===== src/rtl/bfrp_pkg.sv =====
// Constants and types shared by the boot flash read-while-write protection logic
package bfrp_pkg;

	// ==================================================================
	// Register map (byte addresses on the AXI4-Lite bus)
	localparam logic [7:0] REG_CTRL_OFF   = 8'h00;  // Busy flag, op state, busy clear
	localparam logic [7:0] REG_LOCK_OFF   = 8'h04;  // Lock pairs and boot size fuses
	localparam logic [7:0] REG_EVENT_OFF  = 8'h08;  // Sticky refusal events, write one to clear
	localparam logic [7:0] REG_BSTART_OFF = 8'h0C;  // Boot section start word address

	// ==================================================================
	// Field positions
	localparam int CTRL_BUSY_BIT   = 0;  // Read-while-write region blocked
	localparam int CTRL_ACTIVE_BIT = 1;  // Programming operation running
	localparam int CTRL_STALL_BIT  = 2;  // CPU held
	localparam int CTRL_CLEAR_BIT  = 4;  // Write one to clear the busy flag
	localparam int LOCK_FUSE_LSB   = 4;  // Boot size fuses at [5:4]
	localparam int EV_STORE_BIT    = 0;  // Store-program refused
	localparam int EV_LPM_BIT      = 1;  // Program load refused
	localparam int EV_FETCH_BIT    = 2;  // Fetch from blocked region seen
	// Lock vector layout {loader_high, loader_low, app_high, app_low}
	localparam int LK_APP_LOW      = 0;
	localparam int LK_APP_HIGH     = 1;
	localparam int LK_LDR_LOW      = 2;
	localparam int LK_LDR_HIGH     = 3;

	// ==================================================================
	// Reset values and encodings
	localparam logic [3:0]  LOCK_ERASED = 4'hF;   // All pairs unprogrammed
	localparam logic [2:0]  EV_RESET    = 3'h0;
	localparam logic [1:0]  OP_ERASE    = 2'h0;   // Page erase
	localparam logic [1:0]  OP_WRITE    = 2'h1;   // Page write
	localparam logic [1:0]  OP_LOCK     = 2'h2;   // Program boot lock bits
	localparam logic [1:0]  RESP_OKAY   = 2'h0;
	localparam logic [1:0]  RESP_SLVERR = 2'h2;
	localparam logic [31:0] DATA_ZERO   = 32'h0000_0000;

	// ==================================================================
	// Controller states
	typedef enum logic [1:0] {
		ST_IDLE,      // No programming in progress
		ST_RUN_OP,    // Target in readable region, CPU runs
		ST_HOLD_OP    // Target in stall region, CPU halted
	} bfrp_state_t;

endpackage


===== src/rtl/bfrp_lock_decode.sv =====
// Decoder of one boot lock pair into its restrictions
`timescale 1ns/1ps
`default_nettype none

module bfrp_lock_decode (
	input  wire logic lock_high_bit,   // High bit of the pair, 0 = programmed
	input  wire logic lock_low_bit,    // Low bit of the pair, 0 = programmed
	output logic      wr_block,        // Store-program writes into the section refused
	output logic      rd_block,        // Loads from the other section refused
	output logic      int_block        // Interrupts gated while running in the section
);

	// ==================================================================
	// Pair decoding, both bits at one means no restriction
	always_comb begin
		wr_block  = ~lock_low_bit;     // see RULE12 see RULE13 see RULE16
		rd_block  = ~lock_high_bit;    // see RULE12 see RULE14 see RULE17
		int_block = ~lock_high_bit;    // see RULE15 see RULE18
	end

endmodule // bfrp_lock_decode
`default_nettype wire


===== src/rtl/bfrp_protect.sv =====
// Access control and CPU stall logic for self-programming of the program flash
//
// How it works
// RULE1 - Programming only from boot section instructions
// RULE2 - Boot code may target any address
// RULE3 - Fuses size sections, separate lock pairs
// RULE4 - Readable-region target keeps CPU running
// RULE5 - Stall-region target halts CPU throughout
// RULE6 - Readable region never read during programming
// RULE7 - Boot section always inside stall region
// RULE8 - Busy flag shows readable region blocked
// RULE9 - Busy stays until software clears it
// RULE10 - Locks only programmed; chip erase restores
// RULE11 - General memory locks never gate self-programming
// RULE12 - One unprogrammed, zero programmed, ones unrestricted
// RULE13 - App low bit blocks app writes
// RULE14 - App high bit blocks boot loads
// RULE15 - App high bit gates app interrupts
// RULE16 - Loader low bit blocks boot writes
// RULE17 - Loader high bit blocks app loads
// RULE18 - Loader high bit gates boot interrupts
// RULE19 - Target address latched at start
// RULE20 - Refused accesses change nothing, return zero
//
// Implementation choices: the placing of the registers and register access over AXI4-Lite.
`timescale 1ns/1ps
`default_nettype none

module bfrp_protect #(
	parameter int AW             = 12,    // Flash word address width
	parameter int HOLD_WORDS     = 1024,  // Size of the stall region at the top
	parameter int BOOT_MIN_WORDS = 128,   // Smallest boot section size
	parameter int AXI_AW         = 8      // Register bus address width
) (
	input  wire logic              aclk,
	input  wire logic              aresetn,
	// CPU side
	input  wire logic [AW-1:0]     pc_addr,          // Word address of the executing instruction
	input  wire logic              store_req,        // Store-program instruction, one cycle
	input  wire logic [1:0]        store_op,         // Operation code of the instruction
	input  wire logic [AW-1:0]     store_addr,       // Target word address
	input  wire logic [3:0]        store_wdata,      // Lock bits for a lock operation
	input  wire logic              lpm_req,          // Program load, one cycle
	input  wire logic [AW:0]       lpm_addr,         // Byte address of the load
	input  wire logic              int_req,          // Interrupt pending from the controller
	input  wire logic              ivec_in_boot,     // Interrupt vectors placed in boot section
	output logic                   int_allow,        // Interrupt may be taken
	output logic                   cpu_stall,        // Hold the CPU
	output logic [7:0]             lpm_rdata,        // Load result, zero when refused
	output logic                   lpm_valid,        // Load result ready, one cycle
	output logic                   lpm_denied,       // Load refused, one cycle
	output logic                   rww_busy_flag,    // Readable region blocked
	// Fuses, lock storage and external programmer
	input  wire logic [1:0]        boot_size_fuses,  // Boot size, 0 = programmed
	input  wire logic [3:0]        lock_nv,          // Stored lock bits, loaded after reset
	output logic                   lock_nv_we,       // Store lock bits, one cycle
	output logic [3:0]             lock_nv_wdata,    // Lock bits to store
	input  wire logic              prog_lock_we,     // Serial or parallel programming of locks
	input  wire logic [3:0]        prog_lock_data,   // Lock bits from the programmer
	input  wire logic              chip_erase,       // Chip erase command, one cycle
	// Flash array
	input  wire logic [7:0]        flash_rdata,      // Byte at lpm_addr, same cycle
	output logic                   flash_start,      // Start erase or write, one cycle
	output logic [1:0]             flash_op,         // Operation being run
	output logic [AW-1:0]          flash_addr,       // Latched target address
	input  wire logic              flash_done,       // Operation finished, one cycle
	// AXI4-Lite slave
	input  wire logic [AXI_AW-1:0] s_axi_awaddr,
	input  wire logic              s_axi_awvalid,
	output logic                   s_axi_awready,
	input  wire logic [31:0]       s_axi_wdata,
	input  wire logic [3:0]        s_axi_wstrb,
	input  wire logic              s_axi_wvalid,
	output logic                   s_axi_wready,
	output logic [1:0]             s_axi_bresp,
	output logic                   s_axi_bvalid,
	input  wire logic              s_axi_bready,
	input  wire logic [AXI_AW-1:0] s_axi_araddr,
	input  wire logic              s_axi_arvalid,
	output logic                   s_axi_arready,
	output logic [31:0]            s_axi_rdata,
	output logic [1:0]             s_axi_rresp,
	output logic                   s_axi_rvalid,
	input  wire logic              s_axi_rready
);

	localparam logic [AW:0] FLASH_WORDS = (AW+1)'(2**AW);  // Words in the array
	localparam logic [31:0] DATA_ZERO_W = bfrp_pkg::DATA_ZERO;  // Base of status word

	// ==================================================================
	// State record
	typedef struct packed {
		bfrp_pkg::bfrp_state_t st;        // Programming state
		logic                  busy;      // Readable region blocked
		logic [AW-1:0]         op_addr;   // Latched target
		logic [1:0]            op;        // Latched operation
		logic                  start;     // Start pulse to the array
		logic [3:0]            locks;     // Lock pairs
		logic                  ld_pend;   // Lock bits not yet loaded
		logic                  nv_we;     // Store pulse
		logic [2:0]            ev;        // Sticky events
		logic [7:0]            ldata;     // Load result
		logic                  lvalid;    // Load result pulse
		logic                  ldenied;   // Load refused pulse
		logic                  aw_got;    // Write address held
		logic [AXI_AW-1:0]     awaddr;
		logic                  w_got;     // Write data held
		logic [31:0]           wdata;
		logic [3:0]            wstrb;
		logic                  bvalid;
		logic [1:0]            bresp;
		logic                  rvalid;
		logic [31:0]           rdata;
		logic [1:0]            rresp;
	} bfrp_state_rec_t;

	bfrp_state_rec_t q;  // Registered state
	bfrp_state_rec_t d;  // Next state

	// ==================================================================
	// Section geometry
	logic [AW:0]   boot_words;   // Boot section size from fuses
	logic [AW-1:0] boot_start;   // First boot word
	logic [AW-1:0] hold_start;   // First stall-region word

	always_comb begin
		// Programmed fuses enlarge the boot section, capped to the stall region
		boot_words = (AW+1)'(BOOT_MIN_WORDS) << (~boot_size_fuses);            // see RULE3
		if (boot_words > (AW+1)'(HOLD_WORDS)) begin
			boot_words = (AW+1)'(HOLD_WORDS);                               // see RULE7
		end
		boot_start = AW'(FLASH_WORDS - boot_words);
		hold_start = AW'(FLASH_WORDS - (AW+1)'(HOLD_WORDS));
	end

	// Word lies in the boot section
	function automatic logic in_boot(input logic [AW-1:0] a);
		return a >= boot_start;
	endfunction

	// Word lies in the stall region
	function automatic logic in_hold(input logic [AW-1:0] a);
		return a >= hold_start;
	endfunction

	// Register decode: {hit, index}
	function automatic logic [2:0] reg_sel(input logic [AXI_AW-1:0] a);
		return {(a[AXI_AW-1:4] == '0), a[3:2]};
	endfunction

	// ==================================================================
	// Lock pair decoders, one per section
	logic app_wr_block, app_rd_block, app_int_block;
	logic ldr_wr_block, ldr_rd_block, ldr_int_block;

	bfrp_lock_decode u_app_lock (
		.lock_high_bit (q.locks[bfrp_pkg::LK_APP_HIGH]),
		.lock_low_bit  (q.locks[bfrp_pkg::LK_APP_LOW]),
		.wr_block      (app_wr_block),
		.rd_block      (app_rd_block),
		.int_block     (app_int_block)
	);

	bfrp_lock_decode u_ldr_lock (
		.lock_high_bit (q.locks[bfrp_pkg::LK_LDR_HIGH]),
		.lock_low_bit  (q.locks[bfrp_pkg::LK_LDR_LOW]),
		.wr_block      (ldr_wr_block),
		.rd_block      (ldr_rd_block),
		.int_block     (ldr_int_block)
	);

	// ==================================================================
	// Access decisions of this cycle
	logic          pc_boot;     // Executing from the boot section
	logic          store_tboot; // Store target in the boot section
	logic          store_block; // Store refused
	logic [AW-1:0] lpm_word;    // Load word address
	logic          lpm_held;    // Load hits blocked readable region
	logic          lpm_block;   // Load refused
	logic          sw_clear;    // Software busy clear takes effect
	logic          wr_fire;     // Register write performed
	logic          rd_fire;     // Register read taken

	always_comb begin
		pc_boot   = in_boot(pc_addr);
		store_tboot = in_boot(store_addr);
		lpm_word    = lpm_addr[AW:1];
		// Of the locks, only the boot lock pairs gate erase and write stores; no general memory lock enters here
		store_block = !pc_boot || (q.st != bfrp_pkg::ST_IDLE)                 // see RULE1 see RULE11
			|| ((store_op != bfrp_pkg::OP_LOCK) && (store_tboot ? ldr_wr_block : app_wr_block));
		lpm_held  = q.busy && !in_hold(lpm_word);                              // see RULE6
		lpm_block = lpm_held                                                    // see RULE11
			|| (pc_boot && !in_boot(lpm_word) && app_rd_block)                  // see RULE14
			|| (!pc_boot && in_boot(lpm_word) && ldr_rd_block);                 // see RULE17
		wr_fire   = q.aw_got && q.w_got && !q.bvalid;
		rd_fire   = s_axi_arvalid && !q.rvalid;
		sw_clear  = wr_fire && q.wstrb[0] && q.wdata[bfrp_pkg::CTRL_CLEAR_BIT]
			&& (reg_sel(q.awaddr) == {1'b1, bfrp_pkg::REG_CTRL_OFF[3:2]})
			&& (q.st == bfrp_pkg::ST_IDLE);                                     // see RULE9
	end

	// ==================================================================
	// Next state
	always_comb begin
		d         = q;
		d.start   = 1'b0;
		d.nv_we   = 1'b0;
		d.lvalid  = 1'b0;
		d.ldenied = 1'b0;

		// Stored lock bits arrive once after reset
		if (q.ld_pend) begin
			d.locks   = lock_nv;
			d.ld_pend = 1'b0;
		end

		// Software clear of the busy flag, only once the array is idle
		if (sw_clear) begin
			d.busy = 1'b0;                                                      // see RULE9
		end

		// Operation end releases the stall, busy stays set
		if ((q.st != bfrp_pkg::ST_IDLE) && flash_done) begin
			d.st = bfrp_pkg::ST_IDLE;                                           // see RULE5 see RULE9
		end

		// Store-program instruction
		if (store_req) begin
			if (store_block) begin
				d.ev[bfrp_pkg::EV_STORE_BIT] = 1'b1;                            // see RULE20
			end else if (store_op == bfrp_pkg::OP_LOCK) begin
				d.locks = q.locks & store_wdata;                                // see RULE10
				d.nv_we = 1'b1;
			end else begin
				d.start   = 1'b1;                                               // see RULE2
				d.op      = store_op;
				d.op_addr = store_addr;                                         // see RULE19
				d.busy    = 1'b1;                                               // see RULE8
				d.st      = in_hold(store_addr) ? bfrp_pkg::ST_HOLD_OP          // see RULE5
					: bfrp_pkg::ST_RUN_OP;                                      // see RULE4
			end
		end

		// External programmer may only program lock bits
		if (prog_lock_we) begin
			d.locks = d.locks & prog_lock_data;                                 // see RULE10
			d.nv_we = 1'b1;
		end
		// Chip erase alone returns the pairs to unprogrammed
		if (chip_erase) begin
			d.locks = bfrp_pkg::LOCK_ERASED;                                    // see RULE10
			d.nv_we = 1'b1;
		end

		// Program load
		if (lpm_req) begin
			d.lvalid = 1'b1;
			if (lpm_block) begin
				d.ldata   = 8'h00;                                              // see RULE20
				d.ldenied = 1'b1;
				d.ev[bfrp_pkg::EV_LPM_BIT] = 1'b1;
			end else begin
				d.ldata = flash_rdata;
			end
		end

		// Register bus: write channels taken in either order
		if (s_axi_awvalid && s_axi_awready) begin
			d.aw_got = 1'b1;
			d.awaddr = s_axi_awaddr;
		end
		if (s_axi_wvalid && s_axi_wready) begin
			d.w_got = 1'b1;
			d.wdata = s_axi_wdata;
			d.wstrb = s_axi_wstrb;
		end
		if (wr_fire) begin
			d.aw_got = 1'b0;
			d.w_got  = 1'b0;
			d.bvalid = 1'b1;
			d.bresp  = reg_sel(q.awaddr)[2] ? bfrp_pkg::RESP_OKAY : bfrp_pkg::RESP_SLVERR;
			// Event register, write one to clear
			if (q.wstrb[0] && (reg_sel(q.awaddr) == {1'b1, bfrp_pkg::REG_EVENT_OFF[3:2]})) begin
				d.ev = d.ev & ~q.wdata[2:0];
			end
		end
		if (q.bvalid && s_axi_bready) begin
			d.bvalid = 1'b0;
		end

		// Register bus: read
		if (rd_fire) begin
			d.rvalid = 1'b1;
			d.rresp  = bfrp_pkg::RESP_OKAY;
			unique case (reg_sel(s_axi_araddr))
				{1'b1, bfrp_pkg::REG_CTRL_OFF[3:2]}: begin
					d.rdata = DATA_ZERO_W | {29'h0, (q.st == bfrp_pkg::ST_HOLD_OP),
						(q.st != bfrp_pkg::ST_IDLE), q.busy};                   // see RULE8
				end
				{1'b1, bfrp_pkg::REG_LOCK_OFF[3:2]}: begin
					d.rdata = {26'h0, boot_size_fuses, q.locks};
				end
				{1'b1, bfrp_pkg::REG_EVENT_OFF[3:2]}: begin
					d.rdata = {29'h0, q.ev};
				end
				{1'b1, bfrp_pkg::REG_BSTART_OFF[3:2]}: begin
					d.rdata = 32'(boot_start);
				end
				default: begin
					// Unmapped address answers an error and zero data
					d.rdata = bfrp_pkg::DATA_ZERO;
					d.rresp = bfrp_pkg::RESP_SLVERR;
				end
			endcase
		end
		if (q.rvalid && s_axi_rready) begin
			d.rvalid = 1'b0;
		end

		// Fetch from the blocked region is recorded; set wins over clear
		if (q.busy && !in_hold(pc_addr)) begin
			d.ev[bfrp_pkg::EV_FETCH_BIT] = 1'b1;                                // see RULE6
		end
		if (store_req && store_block) begin
			d.ev[bfrp_pkg::EV_STORE_BIT] = 1'b1;
		end
		if (lpm_req && lpm_block) begin
			d.ev[bfrp_pkg::EV_LPM_BIT] = 1'b1;
		end
	end

	// ==================================================================
	// State register
	always_ff @(posedge aclk) begin
		if (!aresetn) begin
			q         <= '0;
			q.st      <= bfrp_pkg::ST_IDLE;
			q.locks   <= bfrp_pkg::LOCK_ERASED;
			q.ld_pend <= 1'b1;
			q.ev      <= bfrp_pkg::EV_RESET;
		end else begin
			q <= d;
		end
	end

	// ==================================================================
	// Outputs
	always_comb begin
		cpu_stall     = (q.st == bfrp_pkg::ST_HOLD_OP);                        // see RULE5
		rww_busy_flag = q.busy;                                                 // see RULE8
		// Interrupt gating by the high bit of the pair of the section being executed
		int_allow     = int_req
			&& !(app_int_block && ivec_in_boot && !pc_boot)                     // see RULE15
			&& !(ldr_int_block && !ivec_in_boot && pc_boot);                    // see RULE18
		lpm_rdata     = q.ldata;
		lpm_valid     = q.lvalid;
		lpm_denied    = q.ldenied;
		lock_nv_we    = q.nv_we;
		lock_nv_wdata = q.locks;
		flash_start   = q.start;
		flash_op      = q.op;
		flash_addr    = q.op_addr;
		s_axi_awready = !q.aw_got && !q.bvalid;
		s_axi_wready  = !q.w_got && !q.bvalid;
		s_axi_bvalid  = q.bvalid;
		s_axi_bresp   = q.bresp;
		s_axi_arready = !q.rvalid;
		s_axi_rvalid  = q.rvalid;
		s_axi_rdata   = q.rdata;
		s_axi_rresp   = q.rresp;
	end
endmodule // bfrp_protect
`default_nettype wire


===== config.mk =====
export PLATFORM = sky130hd
export DESIGN_NAME = bfrp_protect
export DESIGN_NICKNAME = d
export VERILOG_FILES = /design/src/rtl/bfrp_pkg.sv /design/src/rtl/bfrp_lock_decode.sv /design/src/rtl/bfrp_protect.sv
export SDC_FILE = /design/constraint.sdc
export NUM_CORES = 1
export LEC_CHECK = 0
export ABC_AREA = 1
export BUFFER_PORTS_ARGS = -buffer_cell sky130_fd_sc_hd__buf_2
export CORE_MARGIN = 8
export CORE_UTILIZATION = 45
export CTS_CLUSTER_SIZE = 24
export DETAILED_ROUTE_END_ITERATION = 12
export GPL_TIMING_DRIVEN = 0
export HOLD_SLACK_MARGIN = 0.1
export PLACE_DENSITY = 0.82
export SETUP_SLACK_MARGIN = 0.3
export SYNTH_ARGS = -nofsm -noshare
export SYNTH_HDL_FRONTEND = slang
export SYNTH_SLANG_ARGS = --single-unit

===== constraint.sdc =====
create_clock -name aclk -period 2.81 [get_ports aclk]
set_input_delay 0.4215 -clock aclk [delete_from_list [all_inputs] [get_ports aclk]]
set_output_delay 0.4215 -clock aclk [all_outputs]
set_load 0.05 [all_outputs]

After elaboration in Yosys (flattened, before gate mapping):

Cells that the tools add are included.
W data, S select, Z words.

* $add $sub $neg: 1
* multiply operators: 0
* divide/modulo/power cells: 0
* order comparisons: 7
* eq/ne operators: 9
* shifts and indexed selects: 1
* mux-type cells: 31
* bitwise operators: 13
* reductions and logical operators: 60

Operators by type and width (number)
* $pmux W12 S4: 1
* $mux W22: 2
* $ge A12 B12 Y1: 3
* $ge A12 B12 Y1 const B: 3
* $logic_and A1 B1 Y1: 30
* $eq A3 B3 Y1 const B: 6
* $mux W18: 1
* $mux W1: 15
* $gt A13 B11 Y1 const B: 1
* $shl A8 B2 Y13 const A: 1
* $mux W12: 1
* $sub A1 B12 Y12 const A: 1
* $logic_not A1 Y1: 11
* $mux W2: 5
* $and A4 B4 Y4: 2
* $logic_not A4 Y1: 2
* $mux W4: 2
* $mux W8: 1
* $not A1 Y1: 8
* $reduce_or A2 Y1: 4
* $mux W3: 2
* $reduce_bool A2 Y1: 3
* $mux W5: 1
* $eq A2 B2 Y1 const B: 2
* 10 further kinds: 14

* flip-flop bits (word level): 91
* bits in latches: 0
* bits in writable memories: 0
* bits in read-only memories: 0
* input port bits: 127
* logic and storage cells: 145
* memories kept: 0

Logic depth before layout (Yosys ltp):

* word-level depth: 17
* mapped depth: 17
* gate-level depth less buffers: 17

By module:

From an unflattened synthesis, not the netlist that was laid out.

* cell total of the unflattened synthesis: 490
* area total of the unflattened synthesis: 3656.0 um2

Modules (own cells, without submodules)
* bfrp_protect: instances 1, cells an instance 484, area each 3626.0 um2, sequential area each 1301.2 um2
* bfrp_lock_decode: instances 2, cells an instance 3, area each 15.0 um2, sequential area each 0.0 um2

Worst setup path before layout:

Ideal clock, no wire load.

* path kind: in2out
* from: in boot_size_fuses[0]
* to: out int_allow
* arrival time: 2326 ps
* data required time: 2389 ps
* setup slack: 63 ps
* cell stages on the path: 12
* buffers on the path: 0
* path through: nand2_1 -> ha_1 -> inv_1 -> ha_1 -> o21ai_0 -> nand2_1 -> nand2_1 -> nand2_1 -> nand2_2 -> nand2_4 -> o21ai_0 -> a21oi_1

* word-level cells in the longest chain between the ends: 11
* elaborated cells on any way between the ends: 13
* those cells by class: 1 x add/sub; 2 x order compare; 1 x shift; 1 x mux; 1 x bitwise; 7 x reduce/logical

RTL lines
* start: declaration: line bfrp_protect.sv:54 `input wire logic [1:0] boot_size_fuses,`
* $not A2 Y2 *: line bfrp_protect.sv:128 `boot_words = (AW+1)'(BOOT_MIN_WORDS) << (~boot_size_fuses);`
* $shl A8 B2 Y13 *: line bfrp_protect.sv:128
* $gt A13 B11 Y1: line bfrp_protect.sv:129 `if (boot_words > (AW+1)'(HOLD_WORDS)) begin`
* $mux W12 *: line bfrp_protect.sv:129
* $sub A1 B12 Y12 *: line bfrp_protect.sv:132 `boot_start = AW'(FLASH_WORDS - boot_words);`
* $ge A12 B12 Y1 *: line bfrp_protect.sv:138 `return a >= boot_start;`
* $logic_not A1 Y1: line bfrp_protect.sv:353 `&& !(app_int_block && ivec_in_boot && !pc_boot)`
* $logic_and A1 B1 Y1: line bfrp_protect.sv:353
* $logic_not A1 Y1: line bfrp_protect.sv:353
* $logic_and A1 B1 Y1: line bfrp_protect.sv:353
* $logic_and A1 B1 Y1 *: line bfrp_protect.sv:354 `&& !(ldr_int_block && !ivec_in_boot && pc_boot);`
* end: declaration: line bfrp_protect.sv:47 `output logic int_allow,`

Mark *: on every way between the ends. The rest lies on a longest branch, timed or not.

Final worst setup path:

Ends and elaborated chain as after synthesis.

==> reports/metrics.yaml <==
setup_viol: 0
cts_tree: "yes"
syn_to_final_growth_pct: 30.6
hold_violations: 0
clock_latency_ns: 0.33
ys.warnings.count: 0
dpl_worst_slack_ns: 0.0307
synth.most_common_cell: "nand2_1"
clk_transition_reported_paths_ns: 0.07
worstHoldStart: "s_axi_bready"
worstMarginPinSlew_ns: 0.653
yosys.area.top_type: "dfxtp_1"
yosysSeqAreaShare_pct: 36.3
fillers: 729
grt_pass1_wl_mm: 16.1
status: "complete, no violations"
worstRegToRegCells: 7
required_ns: 2.39
nNetsFinal: 783
antenna_left: 0
worst_slack_ns: 0.379
gp_congestion: 0.839
cts.path.max_buffers: 2
startpoint: "boot_size_fuses[0]"
crit_path_top_delay_cell: "ha_4"
cts_sinks: 65
synth_top_area_share_pct: 36.3
synth.area.top_cells: "dfxtp_1 36%, buf_4 13%, nand2_1 11%, a21oi_1 5.5%, inv_1 5.1%"
htree_levels: 3
ys.flop_type: "dfxtp_1"
synth-edff-count: 0
grt_max_degree: 13
initial_utilization_pct: 46.3
hp-class: "in -> reg"
dpl_cell_area_mm2: 0.00443
grtUsageTotal_pct: 17.3
final.min_clock_period_ns: 2.43
cts-buffers-inserted: 9
setup_tns_ns: 0
worst_clock_skew_ns: 0.0112
min_path_cells: 2
cts-root-buf: "clkbuf_8"
p_per_area_mw_per_mm2: 507
path_class: "in -> out"
crit_fanout: 6
coreArea_mm2: 0.00773
syn-cell-area_mm2: 0.00358
routedWlPerCell_um: 13.0
die_h_um: 105
dp_hpwl_mm: 7.91
r2r-start: "q[74]"
p_leak_nw: 2.46
synthDistinctLibCells: 32
grt_pass1_vias: 3495
cp-end-kind: "primary output"
rsz0062_at_grt: "false"
fin_util_pct: 60.5
via_per_inst: 4.52
dr.first_iter.drc_count: 187
vias: 3407
cts_hold_buf: 0
antenna_found_initial: 1
startpoint_type: "input pin"
grt-ovfl-total: 0
drive_gt1_share_pct: 38.2
cp_cell_sequence: "buf_4, inv_2, nand2_2, ha_4, inv_2, ha_1, o21ai_1, nand2_1, nand2_1, nand2_2, nand2_4, nand2_4, o21ai_2, a21oi_2, buf_6"
io_pins: 201
ir_drop_mv: 0.317
io_buffers: 126
ys_seq_elements: 65
postRouteWirelength_mm: 9.83
die_x_um: 105
fmax_mhz: 411
firstDrtPassIters: 4
rows: 32
post-route-period-util_pct: 86.5
drv_slew: 0
slew_headroom_pct: 56.1
synthTopCellsByCount: "106 x nand2_1, 65 x dfxtp_1, 62 x buf_4"
slowest_delay_ns: 0.27
syn_inst: 485
avgSynthCellArea_um2: 7.38
timing.hold.ws_ns: 0.274
dieArea_mm2: 0.0111
drt_drc_violations_left: 0
drv_cap: 0
fin_area_mm2: 0.00468
worst_ep_arrival_time_ns: 2.01
async_reset_ff_share_pct: 0
[cell type report]
type	count	area, µm²	area share [%]
clock buffers	11	151	3.24
diodes	1	2.50	0.0535
repair buffers	128	657	14.0
clock inverters	5	37.5	0.803
well taps	102	128	2.73
inverters	49	184	3.93
plain buffers	73	538	11.5
flip-flops and latches	65	1300	27.8
multi-input cells	320	1680	35.9
[kinds of logic after synthesis]
family / after synthesis / share of synthesized area (%)
adders and majority gates: 10 / 3.49
DFF: 65 / 36.3
AOI/OAI and AO/OA: 82 / 13.0
other: 1 / 0.105
and+or+nand+nor: 204 / 26.7
buffers and inverters: 122 / 20.2
muxes: 1 / 0.280
[registers in the layout, summed over array words and instances (netlist names), 2 cells and up]
name and cells:
s_axi_rdata 11, lock_nv_wdata 4, flash_addr 12, lpm_rdata 8
q 19, flash_op 2
[repair_timing]
action / 4_1_cts / 5_1_grt
cloned: 0 / 0
endpoints found under the setup margin: 1 / 1
pin swaps: 2 / 3
buffers inserted: 1 / 1
gates resized for setup: 9 / 6
[cells in the final DEF (no fill, tap or decap), drive strengths merged]
cell,instances
clkinvlp,2
nor2,39
a21boi,2
nand4,1
o21ai,27
dfxtp,65
mux2i,1
diode,1
nand2,110
o211a,1
clkbuf,16
a31oi,1
nand3,41
buf,196
or2,4
nor3b,1
ha,10
o21a,1
conb,23
inv,51
a211oi,1
nor3,8
clkinv,1
a21oi,49
[report_power, final]
part           internal, W  switching (W)
clock network     0.000373       0.000376
registers         0.000974      0.0000317
logic             0.000205       0.000412
total              0.00155       0.000819
[worst max-delay path: cells and delay by family]
kind                     cells  cell delay [ns]
AO/OA/AOI/OAI                3             0.24
buffers and inverters        4             0.41
AND/OR/NAND/NOR              6             0.40
adder cells (fa/ha/maj)      2             0.53
[through the flow]
step                power [W]  cells
floorplan             0.00147    507
global placement      0.00161    735
detailed placement    0.00163    735
CTS                   0.00238    752
global route          0.00250    754
finish                0.00237    754
[layer usage]
layer,global-route usage [%],up-vias,share of wire (%)
li1,-,1795,-
met1,20.2,1499,44
met2,29.6,105,49
met3,4.30,8,6.1
met4,7.14,0,1.2
met5,0,-,0
[path summary, 6_finish.rpt]
| kind | endpoint | slack [ns] |
|---|---|---|
| setup / recovery | int_allow | 0.38 |
| setup reg to reg | rww_busy_flag | 1.15 |
| hold reg to reg | q[42] | 0.46 |
| hold / removal | s_axi_bvalid | 0.27 |
Power figures use the tool's default switching activity.
